File: src/shared/imvx_params.svh
// Constants for the indexed-to-direct move executor.
`ifndef IMVX_PARAMS_SVH
`define IMVX_PARAMS_SVH
`define IMVX_SHORT_W1_TOP    9'h1D6
`define IMVX_LONG_W1         16'h0062
`define IMVX_EXT_TOP         4'hF
`define IMVX_OFF_W           7
`define IMVX_SHORT_ADDR_W    12
`define IMVX_LONG_ADDR_W     14
`define IMVX_SHORT_ADDR_MAX  14'h0FFF
`define IMVX_INDF_LO         14'h3FE7
`define IMVX_INDF_HI         14'h3FEF
`define IMVX_INDF_STEP       14'h0008
`define IMVX_INDF_READ_VAL   8'h00
`define IMVX_FP_RESET        14'h0000
`define IMVX_NO_ADDR         14'h0000
`endif

File: src/shared/imvx_pkg.sv
// Types shared by the indexed-to-direct move executor.
package imvx_pkg;
  typedef enum logic [1:0] {
    IMVX_Q1,
    IMVX_Q2,
    IMVX_Q3,
    IMVX_Q4
  } imvx_q_t;
  typedef enum logic [2:0] {
    IMVX_IDLE,
    IMVX_SHORT_C1,
    IMVX_SHORT_C2,
    IMVX_LONG_C1,
    IMVX_LONG_C2,
    IMVX_LONG_C3
  } imvx_state_t;
endpackage

File: src/rtl/imvx_core.sv
// Decode and execution of the short and long indexed-to-direct moves.
`timescale 1ns/100ps
`include "imvx_params.svh"
module imvx_core (
  input  wire logic        clock,
  input  wire logic        sys_rst,
  input  wire logic [1:0]  q_phase,
  input  wire logic        instr_valid,
  input  wire logic [15:0] instr_word,
  input  wire logic [13:0] frame_pointer_reg,
  input  wire logic [7:0]  mem_rdata,
  output logic [13:0]      mem_addr,
  output logic             mem_rd,
  output logic             mem_wr,
  output logic [7:0]       mem_wdata,
  output logic             ext_nop,
  output logic             busy
);
  // ****************************************
  // State
  // ****************************************
  // The whole state lives in one struct so the next-value logic is one process.
  typedef struct packed {
    imvx_pkg::imvx_state_t st;
    logic [13:0] src;
    logic [13:0] dst;
    logic [13:0] addr;
    logic        rd;
    logic        wr;
    logic [7:0]  wdata;
    logic        nop;
    logic        busy;
  } imvx_core_t;

  imvx_core_t state_reg;
  imvx_core_t state_next;
  logic [7:0] src_byte;
  logic       capture;

  function automatic logic [13:0] imvx_index(input logic [13:0] fp, input logic [6:0] off);
    imvx_index = fp + {7'h00, off};
  endfunction

  wire is_q1 = (q_phase == 2'(imvx_pkg::IMVX_Q1));
  wire is_q2 = (q_phase == 2'(imvx_pkg::IMVX_Q2));
  wire is_q4 = (q_phase == 2'(imvx_pkg::IMVX_Q4));
  wire word_in = instr_valid && is_q1;

  // The source byte is taken in Q2 of the last cycle, one clock after the memory has answered a short read and three clocks after a long one.
  // Taking it on the Q4 edge would race the write that uses it on that same edge.
  assign capture = is_q2 && (state_reg.st == imvx_pkg::IMVX_SHORT_C2 || state_reg.st == imvx_pkg::IMVX_LONG_C3);

  imvx_src_map u_src_map (
    .clock    (clock),
    .sys_rst  (sys_rst),
    .src_addr (state_reg.src),
    .raw_data (mem_rdata),
    .capture  (capture),
    .byte_reg (src_byte)
  );

  // ****************************************
  // Next-state logic
  // ****************************************
  always_comb begin
    state_next = state_reg;
    state_next.rd = 1'b0;
    state_next.wr = 1'b0;
    state_next.nop = 1'b0;
    unique case (state_reg.st)
      imvx_pkg::IMVX_IDLE: begin
        if (word_in && instr_word[15:7] == `IMVX_SHORT_W1_TOP) begin
          state_next.src = imvx_index(frame_pointer_reg, instr_word[6:0]) & `IMVX_SHORT_ADDR_MAX;
          state_next.st = imvx_pkg::IMVX_SHORT_C1;
        end else if (word_in && instr_word == `IMVX_LONG_W1) begin
          state_next.st = imvx_pkg::IMVX_LONG_C1;
        end else if (word_in && instr_word[15:12] == `IMVX_EXT_TOP) begin
          state_next.nop = 1'b1;
        end
      end
      imvx_pkg::IMVX_SHORT_C1: begin
        if (is_q2 && !state_reg.busy) begin
          state_next.busy = 1'b1;
        end
        if (is_q4 && state_reg.busy) begin
          state_next.addr = state_reg.src;
          state_next.rd = 1'b1;
        end
        if (word_in && state_reg.busy) begin
          state_next.dst = {2'b00, instr_word[11:0]};
          state_next.st = imvx_pkg::IMVX_SHORT_C2;
        end
      end
      imvx_pkg::IMVX_SHORT_C2: begin
        state_next.addr = `IMVX_NO_ADDR;
        if (is_q4) begin
          state_next.addr = state_reg.dst;
          state_next.wr = 1'b1;
          state_next.wdata = src_byte;
          state_next.busy = 1'b0;
          state_next.st = imvx_pkg::IMVX_IDLE;
        end
      end
      imvx_pkg::IMVX_LONG_C1: begin
        state_next.busy = 1'b1;
        if (word_in) begin
          state_next.src = imvx_index(frame_pointer_reg, instr_word[8:2]);
          state_next.dst[13:12] = instr_word[1:0];
          state_next.st = imvx_pkg::IMVX_LONG_C2;
        end
      end
      imvx_pkg::IMVX_LONG_C2: begin
        if (is_q2) begin
          state_next.addr = state_reg.src;
          state_next.rd = 1'b1;
        end
        if (word_in) begin
          state_next.dst[11:0] = instr_word[11:0];
          state_next.st = imvx_pkg::IMVX_LONG_C3;
        end
      end
      imvx_pkg::IMVX_LONG_C3: begin
        state_next.addr = `IMVX_NO_ADDR;
        if (is_q4) begin
          state_next.addr = state_reg.dst;
          state_next.wr = 1'b1;
          state_next.wdata = src_byte;
          state_next.busy = 1'b0;
          state_next.st = imvx_pkg::IMVX_IDLE;
        end
      end
      default: begin
        state_next.st = imvx_pkg::IMVX_IDLE;
      end
    endcase
  end

  always_ff @(posedge clock) begin
    if (sys_rst) begin
      state_reg <= '{st: imvx_pkg::IMVX_IDLE, src: `IMVX_FP_RESET, dst: `IMVX_NO_ADDR,
                     addr: `IMVX_NO_ADDR, rd: 1'b0, wr: 1'b0, wdata: 8'h00, nop: 1'b0, busy: 1'b0};
    end else begin
      state_reg <= state_next;
    end
  end

  // Reads are issued in Q2 or Q4; the memory answers one edge later and the data stands until it is captured.
  assign mem_addr  = state_reg.addr;
  assign mem_rd    = state_reg.rd;
  assign mem_wr    = state_reg.wr;
  assign mem_wdata = state_reg.wdata;
  assign ext_nop   = state_reg.nop;
  assign busy      = state_reg.busy;

  // ****************************************
  // Checks
  // ****************************************
  short_range_a: assert property (@(posedge clock) disable iff (sys_rst)
    (mem_wr && state_reg.st == imvx_pkg::IMVX_IDLE && $past(state_reg.st) == imvx_pkg::IMVX_SHORT_C2)
    |-> mem_addr <= `IMVX_SHORT_ADDR_MAX)
    else $error("short move wrote above 4 Kbyte");
  short_no_read_a: assert property (@(posedge clock) disable iff (sys_rst)
    (state_reg.st == imvx_pkg::IMVX_SHORT_C2) |-> !mem_rd)
    else $error("dummy read in short second cycle");
  short_q4_a: assert property (@(posedge clock) disable iff (sys_rst)
    $rose(mem_wr) |-> $past(q_phase) == 2'(imvx_pkg::IMVX_Q4))
    else $error("write outside Q4");
  write_data_a: assert property (@(posedge clock) disable iff (sys_rst)
    mem_wr |-> mem_wdata == $past(src_byte))
    else $error("write data not source byte");
  ext_nop_a: assert property (@(posedge clock) disable iff (sys_rst)
    ext_nop |-> !busy && !mem_wr && !mem_rd)
    else $error("stray word not a no-operation");
  short_src_a: assert property (@(posedge clock) disable iff (sys_rst)
    (state_reg.st == imvx_pkg::IMVX_IDLE && word_in && instr_word[15:7] == `IMVX_SHORT_W1_TOP)
    |=> state_reg.src == ((($past(frame_pointer_reg) + {7'h00, $past(instr_word[6:0])}) & `IMVX_SHORT_ADDR_MAX)))
    else $error("short source address wrong");
  long_src_a: assert property (@(posedge clock) disable iff (sys_rst)
    (state_reg.st == imvx_pkg::IMVX_LONG_C1 && word_in)
    |=> state_reg.src == 14'($past(frame_pointer_reg) + {7'h00, $past(instr_word[8:2])}))
    else $error("long source address wrong");
  long_dst_a: assert property (@(posedge clock) disable iff (sys_rst)
    (state_reg.st == imvx_pkg::IMVX_LONG_C2 && word_in)
    |=> state_reg.dst[11:0] == $past(instr_word[11:0]))
    else $error("long destination low bits wrong");
  short_done_c: cover property (@(posedge clock) $fell(busy) && $past(state_reg.st) == imvx_pkg::IMVX_SHORT_C2);
  long_done_c: cover property (@(posedge clock) $fell(busy) && $past(state_reg.st) == imvx_pkg::IMVX_LONG_C3);
  ext_nop_c: cover property (@(posedge clock) ext_nop);
endmodule

File: src/rtl/imvx_src_map.sv
// Classifies a source address and forms the byte actually delivered.
`timescale 1ns/100ps
`include "imvx_params.svh"
module imvx_src_map (
  input  wire logic        clock,
  input  wire logic        sys_rst,
  input  wire logic [13:0] src_addr,
  input  wire logic [7:0]  raw_data,
  input  wire logic        capture,
  output logic [7:0]       byte_reg
);
  // ****************************************
  // Indirect register detection
  // ****************************************
  function automatic logic imvx_is_indirect(input logic [13:0] a);
    imvx_is_indirect = (a == `IMVX_INDF_LO) || (a == `IMVX_INDF_HI) ||
                       (a == `IMVX_INDF_LO - `IMVX_INDF_STEP);
  endfunction

  always_ff @(posedge clock) begin
    if (sys_rst) begin
      byte_reg <= 8'h00;
    end else if (capture) begin
      byte_reg <= imvx_is_indirect(src_addr) ? `IMVX_INDF_READ_VAL : raw_data;
    end
  end
endmodule

File: config.mk
export PLATFORM = sky130hd
export DESIGN_NAME = imvx_core
export DESIGN_NICKNAME = d
export VERILOG_FILES = /design/src/shared/imvx_pkg.sv /design/src/rtl/imvx_core.sv /design/src/rtl/imvx_src_map.sv
export VERILOG_INCLUDE_DIRS = /design/src /design/src/shared
export SDC_FILE = /design/constraint.sdc
export NUM_CORES = 1
export LEC_CHECK = 0
export ABC_CLOCK_PERIOD_IN_PS = 4450
export BUFFER_PORTS_ARGS = -buffer_cell sky130_fd_sc_hd__buf_2
export CAP_MARGIN = 40
export CORE_MARGIN = 3
export CORE_UTILIZATION = 35
export DETAILED_ROUTE_END_ITERATION = 7
export PLACE_DENSITY = 0.62
export SETUP_SLACK_MARGIN = 0.02
export SLEW_MARGIN = 40
export SYNTH_ARGS = -nofsm -noshare
export SYNTH_HDL_FRONTEND = slang
export SYNTH_SLANG_ARGS = --single-unit
File: constraint.sdc
create_clock -name clock -period 4.45 [get_ports clock]
set_clock_uncertainty 0.1 [all_clocks]
set_input_delay 0.89 -clock clock [delete_from_list [all_inputs] [get_ports clock]]
set_output_delay 0.89 -clock clock [all_outputs]
set_load 0.01 [all_outputs]
==> Word level (Yosys, flattened, before mapping) <==
Index checks and enable logic that the tools add are counted.
{ "classes": {"add_sub_neg": 2, "eq_ne": 22, "mux": 24, "bitwise": 2, "reduce_logical": 29} }
{ "op_table": {"columns": ["cell", "n"], "rows": [
  ["14-bit equality test (second input constant)", 3],
  ["14-bit 2-to-1 mux", 3],
  ["14-bit case mux with 3 select lines", 1],
  ["15-bit 2-to-1 mux", 2],
  ["14-bit case mux with 2 select lines", 1],
  ["12-bit case mux with 2 select lines", 1],
  ["19-bit 2-to-1 mux", 1],
  ["16-bit by 7-bit equality test with 1-bit output (second input constant)", 1],
  ["3-bit 2-to-1 mux", 5],
  ["3-bit case mux with 5 select lines", 1],
  ["3-bit AND reduction", 5],
  ["14-bit by 7-bit adder with 14-bit output", 1],
  ["2-bit inequality test (second input constant)", 7],
  ["12-bit by 7-bit adder with 12-bit output", 1],
  ["12-bit 2-to-1 mux", 1],
  ["9-bit equality test (second input constant)", 1],
  ["9-bit 2-to-1 mux", 1],
  ["1-bit logical AND", 8],
  ["8-bit 2-to-1 mux", 1],
  ["3-bit by 2-bit equality test with 1-bit output (second input constant)", 2],
  ["3-bit equality test (second input constant)", 2],
  ["2-bit nonzero test", 3],
  ["3-bit nonzero test", 2],
  ["5-bit AND reduction", 1],
  ["other kinds (18)", 24]
]} }
{ "totals": {"reg_bits": 65, "in_bits": 43, "output_inout_bits": 26, "wordCells": 90} }

==> Depth between registers and ports, before layout <==
Gate-level depths: netlist (run 1).
{ "depth": {"depth_word": 6, "ltp_mapped": 7, "ltp_nobuf": 7} }

==> Cells and area by module <==
From an unflattened synthesis (run 1), not the netlist that was laid out.
{ "unflattened": {"cells_unflattened": 426, "area_unflattened_um2": 3672.3} }
{ "by_module_without_submodules": {"columns": ["module", "instances", "cells_each", "area_per_inst_um2", "seq_area_each_um2"], "rows": [
  ["imvx_core", 1, 385, 3319.4, 1141.1],
  ["imvx_src_map", 1, 41, 352.8, 160.2]
]} }

==> Worst setup path after synthesis (run 1) <==
No wires, ideal clock.
{ "synth_timing": {"kind": "input -> register", "startpoint": "input port q_phase[1]", "endpoint": "register state_reg[50] (netlist bit)", "setup_ns": 0.063, "arrival_time_ns": 2.824, "required_time_ns": 4.287, "slack_ns": 1.463, "stages": 6, "n_path_buf": 1, "path_cell_list": "or3b_4 or4_4 a211o_1 buf_6 or4b_1 nand3_1"} }
{ "synth_via": {"elab_chain_cells": 5, "elab_cells_between_ends": 6, "classes_between": "eq/ne (2); reduce/logical (4)"} }
{ "synth_rtl": {"columns": ["element", "line", "source"], "rows": [
  ["from (decl)", "imvx_core.sv:7", "input wire logic [1:0] q_phase,"],
  ["2-bit zero test *", "imvx_core.sv:44", "wire is_q1 = (q_phase == 2'(imvx_pkg::IMVX_Q1));"],
  ["1-bit logical AND *", "imvx_core.sv:47", "wire word_in = instr_valid && is_q1;"],
  ["1-bit logical AND (no source line)", null, null],
  ["2-bit inequality test (no source line)", null, null],
  ["3-bit AND reduction (no source line) *", null, null],
  ["to (signal assigned)", "imvx_core.sv:140", "state_reg <= '{st: imvx_pkg::IMVX_IDLE, src: `IMVX_FP_RESET, dst: `IMVX_NO_ADDR,"],
  ["to (signal assigned)", "imvx_core.sv:143", "state_reg <= state_next;"],
  ["to (decl)", "imvx_core.sv:35", "imvx_core_t state_reg;"]
]} }
Mark *: on every way between the ends. The rest lies on a longest branch, timed or not.
A chain may end at the register's enable or synchronous reset.

==> Final worst setup path (run 1) <==
{ "layout_timing": {"startpoint": "input port instr_word[2]", "endpoint": "register state_reg[48] (netlist bit)"} }
{ "layout_via": {"elab_chain_cells": 3, "elab_cells_between_ends": 5, "classes_between": "add/sub (2); mux (3)"} }
{ "layout_rtl": {"columns": ["element", "line", "source"], "rows": [
  ["from (decl)", "imvx_core.sv:9", "input wire logic [15:0] instr_word,"],
  ["14-bit by 7-bit adder with 14-bit output or 12-bit by 7-bit adder with 12-bit output (tied branches)", "imvx_core.sv:41", "imvx_index = fp + {7'h00, off};"],
  ["19-bit 2-to-1 mux or 14-bit 2-to-1 mux (tied branches)", "imvx_core.sv:106, imvx_core.sv:72", null],
  ["14-bit case mux with 2 select lines *", "imvx_core.sv:70", "unique case (state_reg.st)"]
]} }
Mark *: on every way between the ends. The rest lies on a longest branch, timed or not. The select of a mux whose other input is x is not followed.

==> reports/metrics.sh, run 1 <==
OUTCOME='finished clean'
CLK_LATENCY_NS=0.34
HOLD_SLACK_NS=0.3599
LAYOUT.FILLER_CELLS=1072
POST_ROUTE_CELLS_DRIVE_ABOVE_1_SHARE=0.2185
TIMING.CRITICAL_PATH.FROM_TYPE='input pin'
CLOCK.FMAX_MHz=317.3
YOSYS.CELL_COUNT.TOP_TYPE='sky130_fd_sc_hd__dfxtp_1'
PORT_BUFFER_CELLS=68
MULTI_INPUT_GATE_AREA_UM2=2178
DESIGN.PORTCOUNT=69
SYNTH_ENABLE_FLOP_CELLS=0
TIMING.SETUP.CRITICAL_PATH_CLASS='in -> reg'
END_KIND='flop'
CORE-AREA_UM2=10370
RSZ_0062_RAISED_AFTER_GLOBAL_ROUTING='false'
STATIC_LEAKAGE_nW=1.711
SYNTH_AREA_LEADERS='sky130_fd_sc_hd__dfxtp_1, sky130_fd_sc_hd__mux2i_1, sky130_fd_sc_hd__a21oi_1'
CLOCK_SINK_COUNT=65
ROUTE.DETAILED.DRC=0
LAYOUT.NETS=530
SYNTHFLOPTYPE='sky130_fd_sc_hd__dfxtp_1'
CTSLONGESTPATHBUFFERS=2
DETAILED_PLACE_HPWL_MM=7.569
POST-CTS-SETUP-BUFFER-COUNT=0
PERIOD_SHARE=0.7081
CRITPATHREQUIREDTIME_NS=4.60
GRT-OVFL-TOTAL=0
SYNTHMUXAREASHARE=0.06486
RELSLEWSLACK=0.4806
SYNTH-SEQ-AREA-SHARE=0.3477
LARGEST_REG_FLOPS=31
TIMING.MAX_CAP.VIOLATIONS=0
VIAS=3366
SYNTH.FF_LATCH_COUNT=65
SETUP_VIOL_COUNT_FINAL=0
CTS_MADE_BUFFERS=9
FIN_CELLS=613
NUMBER_OF_ANTENNA_VIOLATIONS_AT_THE_FIRST_CHECK_IN_GLOBAL_ROUTING=1
DIE-WIDTH_UM=109.4
CTSHTREEMAXLEVEL=3
CORE.ROWCOUNT=37
INITIAL_UTILIZATION=0.3609
DR.PASS1.ITERS=5
WIRE_LENGTH_OF_THE_FIRST_GLOBAL_ROUTING_PASS_MM=16.24
FINALMAXSLEWVIOLATIONS=0
FINALINSTANCEAREA_UM2=4277
FF2FF_SETUP_SLACK_NS=1.63
CRIT_ARRIVAL_NS=3.30
AREA_DELTA_SYNTH_FINAL_PCT=14.28
SYNTH-WARNING-COUNT=0
PWR_DENSITY_CELL_nW_PER_UM2=449.8
GP_CONGESTION=0.8299
SYNTH_COMMON_CELLS='sky130_fd_sc_hd__dfxtp_1, sky130_fd_sc_hd__nor2_1, sky130_fd_sc_hd__a21oi_1'
SYNTH_SIMPLE_GATE_AREA_FRAC=0.1735
SYNTH_TOP_AREA_SHARE=0.3477
REPORT.POWER.TOTAL_W=0.001924
PEAK_VDD_IR_mV=0.1788
CTS_HOLD_BUFFERS=0
VIAS_PER_CELL=5.491
SYNTH_TOP_FAMILY_BY_AREA='compound AO/OA/AOI/OAI gates'
ANT_NETS=0
SYNTH_AREA_PER_CELL_UM2=8.603
DIE_AREA_UM2=11970
PLACED_CELLS_INCL_TAPS=596
SHARE_OF_THE_SYNTHESIZED_AREA_IN_COMPOUND_GATES_AO_OA_AOI_OAI=0.2554
ROOT_BUFFER_MASTER='sky130_fd_sc_hd__clkbuf_8'
MAX_SLEW.WORST_PIN.SLEW_NS=0.7783
SYNTH_NETS=494
PATH_CLK_SLEW_NS=0.07
GRT_PASS1_VIAS=3203
DRT_WL_TOTAL_MM=10.24
SYNTHARSTFLOPSHARE=0
SYNTH_CELL_TYPE_COUNT=61
TIMING.HOLD.WORST.CLASS='reg -> reg'
GRT_UTIL_ALL_LAYERS=0.1727
GRT_START_MAX_NET_PINS=49
POST_SYNTH_INST_COUNT=435
SYN_AREA_UM2=3742
FINAL-SEQ-AREA_UM2=1301
PERIOD_NEEDED_NS=3.151
CTS_RESIZED=0
CTS_TREE='yes'
WIRE_PER_INST_UM=16.70
POST_DP_CELL_AREA_UM2=4054
SYNTHDOMINANTAREACELLTYPE='sky130_fd_sc_hd__dfxtp_1'
SYNTH_XOR_AREA_FRAC=0.02340
DIE_H_UM=109.4
WORSTPATHMAXFANOUT=4
INITIALDRTVIOLATIONCOUNT=200
SYNTH_FA_HA_AREA_FRAC=0.05751
FIN_SETUP_TNS_NS=0
TIMING_HOLD_VIOLATIONS_FINAL=0
## per-layer routing
metal,track usage,routed length [um],up-vias
li1,-,-,1676
met1,0.2322,4711,1593
met2,0.2820,4816,91
met3,0.04404,643,6
met4,0.03206,68,0
met5,0,0,-
## per-stage QoR
step | utilization | setup slack (ns)
after floorplan | - | 1.463
after CTS | 0.4122 | 1.387
after global placement | 0.3895 | 1.126
after detailed placement | 0.3909 | 1.042
after global routing | 0.4124 | 1.113
final | 0.4124 | 1.299
## worst paths after layout
path	start	endpoint	cells past startpoint
setup / recovery	instr_word[2]	state_reg[48]	8
hold / removal	state_reg[39]	state_reg[39]	2
setup reg to reg	state_reg[55]	mem_wdata[5]	7
hold reg to reg	state_reg[39]	state_reg[39]	2
## layout make-up
type,instances,area share
diodes,1,0.0005851
clock buffers,11,0.03306
flip-flops and latches,65,0.3043
inverters,3,0.002633
well taps,136,0.03979
multi-input cells,317,0.5094
clock inverters,5,0.01843
repair buffers,75,0.09187
## power by group
part | switching (W) | total, W | internal (W) | leakage [nW]
logic | 0.000347 | 0.000590 | 0.000243 | 1.07
clock network | 0.000224 | 0.000554 | 0.000330 | 0.113
registers | 0.000105 | 0.000780 | 0.000675 | 0.527
total | 0.000676 | 0.00192 | 0.00125 | 1.71
## cell families after synthesis
kind of cell | after synthesis
mux | 24
fa+ha+maj | 16
simple gates | 128
flops | 65
compound gates | 139
xor+xnor | 10
buf+inv | 53
## worst max-delay path: stages
cell and delay (ns):
sky130_fd_sc_hd__buf_2 0.13, sky130_fd_sc_hd__ha_1 0.23, sky130_fd_sc_hd__fa_1 0.43, sky130_fd_sc_hd__a211oi_1 0.31, sky130_fd_sc_hd__o21ai_0 0.17, sky130_fd_sc_hd__o311ai_0 0.67
sky130_fd_sc_hd__o21ai_0 0.19, sky130_fd_sc_hd__a311oi_1 0.27
## cells in the final DEF, fill, tap and decap left out, types with 5 or more instances in the layout
master,Yosys,final
sky130_fd_sc_hd__a211oi_1,8,7
sky130_fd_sc_hd__a21o_1,7,7
sky130_fd_sc_hd__a21oi_1,36,35
sky130_fd_sc_hd__a22oi_1,22,22
sky130_fd_sc_hd__a311oi_1,6,6
sky130_fd_sc_hd__buf_2,1,68
sky130_fd_sc_hd__buf_4,22,7
sky130_fd_sc_hd__clkbuf_8,0,10
sky130_fd_sc_hd__dfxtp_1,65,65
sky130_fd_sc_hd__ha_1,14,14
sky130_fd_sc_hd__mux2i_1,22,22
sky130_fd_sc_hd__nand2_1,27,27
sky130_fd_sc_hd__nand3_1,8,8
sky130_fd_sc_hd__nand4_1,5,5
sky130_fd_sc_hd__nor2_1,43,42
sky130_fd_sc_hd__nor2b_1,6,6
sky130_fd_sc_hd__nor3_1,8,7
sky130_fd_sc_hd__o211ai_1,10,10
sky130_fd_sc_hd__o21ai_0,12,12
sky130_fd_sc_hd__o31ai_1,16,16
sky130_fd_sc_hd__xnor2_1,5,5
sky130_fd_sc_hd__xor2_1,5,5
Power figures use the tool's default switching activity.
==> run 2: changes to the inputs <==
Settings changed: ABC_CLOCK_PERIOD_IN_PS 4450 to 3000.
Clock period 4.45 ns to 3 ns, I/O delays scaled along.
==> run 2 against run 1 <==
  * Cell count rose by 0.65%
  * Power up 49%
  * Critical path depth rose by 1
  * Worst hold slack improved by 0.0034 ns
  * Core utilization grew 0.22 points
  * Sequential share of layout area is 0.16 points lower
==> reports/metrics.sh, run 2 (synthesis results as in run 1) <==
OUTCOME='finished clean'
CTSHTREEMAXLEVEL=3
POWER.SHARE.SWITCHING=0.3563
NUMBER_OF_ANTENNA_VIOLATIONS_AT_THE_FIRST_CHECK_IN_GLOBAL_ROUTING=0
ROUTE.DETAILED.DRC=0
P_SEQ_FRAC=0.403
PORT_BUFFER_CELLS=68
INITIAL_UTILIZATION=0.3609
LAYOUT.CELLS.MOST_COMMON='sky130_fd_sc_hd__buf_2'
TIMING.HOLD.WORST.CLASS='reg -> reg'
INTPOWER_W=0.001844
CRIT_ARRIVAL_NS=2.77
CLOCK_SINK_COUNT=65
DR.PASS1.ITERS=5
STATIC_LEAKAGE_nW=1.731
INITIALDRTVIOLATIONCOUNT=188
LAYOUT.CELLS.MOST_COMMON_LIST='sky130_fd_sc_hd__buf_2, sky130_fd_sc_hd__dfxtp_1, sky130_fd_sc_hd__nor2_1'
GRT_START_MAX_NET_PINS=47
GRT.MET1_USAGE=0.2231
FF2FF_SETUP_SLACK_NS=0.58
POST-CTS-SETUP-BUFFER-COUNT=0
CRITPATHREQUIREDTIME_NS=3.16
END_KIND='flop'
RR_ENDPOINT='u_src_map.byte_reg[5]'
REG2REGPATHDEPTH=6
AREA_DELTA_SYNTH_FINAL_PCT=14.88
CTSLONGESTPATHBUFFERS=2
RSZ_0062_RAISED_AFTER_GLOBAL_ROUTING='false'
CLOCK.FMAX_MHz=382.9
WORSTPATHMAXFANOUT=4
ANT_NETS=0
POWER.NET_SWITCHING_W=0.001020
CTS_MADE_BUFFERS=9
GP_CONGESTION=0.8381
CLK_LATENCY_NS=0.34
LARGEST_REG_FLOPS=31
DIE-WIDTH_UM=109.4
VIAS=3374
WIRE_LENGTH_OF_THE_FIRST_GLOBAL_ROUTING_PASS_MM=15.87
CTS_TREE='yes'
PERIOD_NEEDED_NS=2.612
ANTENNA-DIODE-COUNT=0
DESIGN.PORTCOUNT=69
PATH_CLK_SLEW_NS=0.07
LAYOUT.FILLER_CELLS=1088
MAX_SLEW.WORST_PIN.SLEW_NS=0.8077
LAYOUT.NETS=535
PERIOD_SHARE=0.8706
RELSLEWSLACK=0.4579
ROOT_BUFFER_MASTER='sky130_fd_sc_hd__clkbuf_8'
COMBINATIONALPOWERSHARE=0.309
FIN_SETUP_TNS_NS=0
MIN_TO='state_reg[39]'
UTILIZATION=0.4146
DRT_WL_TOTAL_MM=10.15
GROUTE.LAYER.MET3.USAGE=0.03758
SETUP_VIOL_COUNT_FINAL=0
CORE-AREA_UM2=10370
CLOCK_POWER_SHARE=0.288
GRT.BUSIEST_LAYER='met2'
PWR_DENSITY_CELL_nW_PER_UM2=666.2
CTS_HOLD_BUFFERS=0
TIMING.MAX_CAP.VIOLATIONS=0
GRT_PASS1_VIAS=3153
POST_ROUTE_CELLS_DRIVE_ABOVE_1_SHARE=0.2245
VIAS_PER_CELL=5.468
PEAK_VDD_IR_mV=0.2971
DIE_AREA_UM2=11970
DETAILED_PLACE_HPWL_MM=7.599
GRT_UTIL_ALL_LAYERS=0.1692
WIRE_PER_INST_UM=16.45
TIMING.CRITICAL_PATH.FROM_TYPE='input pin'
HOLD_PATH.STARTPOINT='state_reg[39]'
GR-USAGE-MET2=0.2812
TIMING.SETUP.CRITICAL_PATH_CLASS='in -> reg'
FINALMAXSLEWVIOLATIONS=0
DIE_H_UM=109.4
CTS_RESIZED=0
TIMING_HOLD_VIOLATIONS_FINAL=0
INSTANCE_COUNT_ALONG_THE_MOST_CRITICAL_HOLD_PATH=2
GRT-OVFL-TOTAL=0
CRIT-REG2REG-LAUNCH='state_reg[55]'
CORE.ROWCOUNT=37
## run 2: changes by cell type in the layout (fill, tap and decap cells not counted), sizes merged
| cell | delta |
|---|---|
| buf | +5 |
| clkbuf | -2 |
| clkinv | +1 |
| clkinvlp | +1 |
| diode | -1 |
## run 2: per-layer routing
| metal | up-vias | routed length, um |
|---|---|---|
| met1 | 1585 | 4643 |
| met4 | 0 | 70 |
| met2 | 103 | 4785 |
| met3 | 6 | 649 |
| li1 | 1680 | - |
| met5 | - | 0 |
## run 2: stage by stage
step	cell area, um^2	std cells	worst slack [ns]	hold WS, ns	power [W]
floorplan	3742	435	0.3030	0.3323	0.001836
global placement	4076	601	0.1278	0.3395	0.002038
detailed placement	4080	601	0.04567	0.3534	0.002056
CTS	4299	617	0.4120	0.3639	0.002882
global route	4299	617	0.2113	0.3803	0.003038
finish	4299	617	0.3882	0.3633	0.002864
## run 2: how the worst max path moves through the flow
stage	startpoint	slack, ns	endpoint
2_1_floorplan	q_phase[1]	0.30	state_reg[50]
3_3_place_gp	instr_word[2]	0.13	state_reg[48]
3_5_place_dp	instr_word[2]	0.05	state_reg[48]
4_1_cts	instr_word[2]	0.41	state_reg[48]
5_1_grt	instr_word[2]	0.21	state_reg[48]
6_report	instr_word[2]	0.39	state_reg[48]
## run 2: power groups by stage
stage	Combinational, W	Clock (W)	Sequential [W]
finish	0.000884	0.000826	0.00115
global route	0.000984	0.000879	0.00117
floorplan	0.000750	0	0.00109
detailed placement	0.000883	0	0.00117
CTS	0.000887	0.000839	0.00116
global placement	0.000866	0	0.00117
## run 2: layout make-up
| class | count | area [um^2] | share of cell area |
|---|---|---|---|
| clock inverter | 7 | 95.09 | 0.02212 |
| multi-input combinational | 317 | 2167 | 0.5041 |
| clock buffer | 9 | 123.9 | 0.02881 |
| inverter | 3 | 11.26 | 0.002619 |
| sequential | 65 | 1301 | 0.3027 |
| timing repair buffer | 80 | 430.4 | 0.1001 |
| tap | 136 | 170.2 | 0.03958 |
## run 2: critical path: stages
cell                       delay, ns
sky130_fd_sc_hd__buf_2          0.12
sky130_fd_sc_hd__ha_1           0.25
sky130_fd_sc_hd__fa_1           0.43
sky130_fd_sc_hd__a211oi_1       0.33
sky130_fd_sc_hd__o21ai_0        0.19
sky130_fd_sc_hd__o311ai_0       0.33
sky130_fd_sc_hd__buf_4          0.18
sky130_fd_sc_hd__o21ai_0        0.09
sky130_fd_sc_hd__a311oi_1       0.25
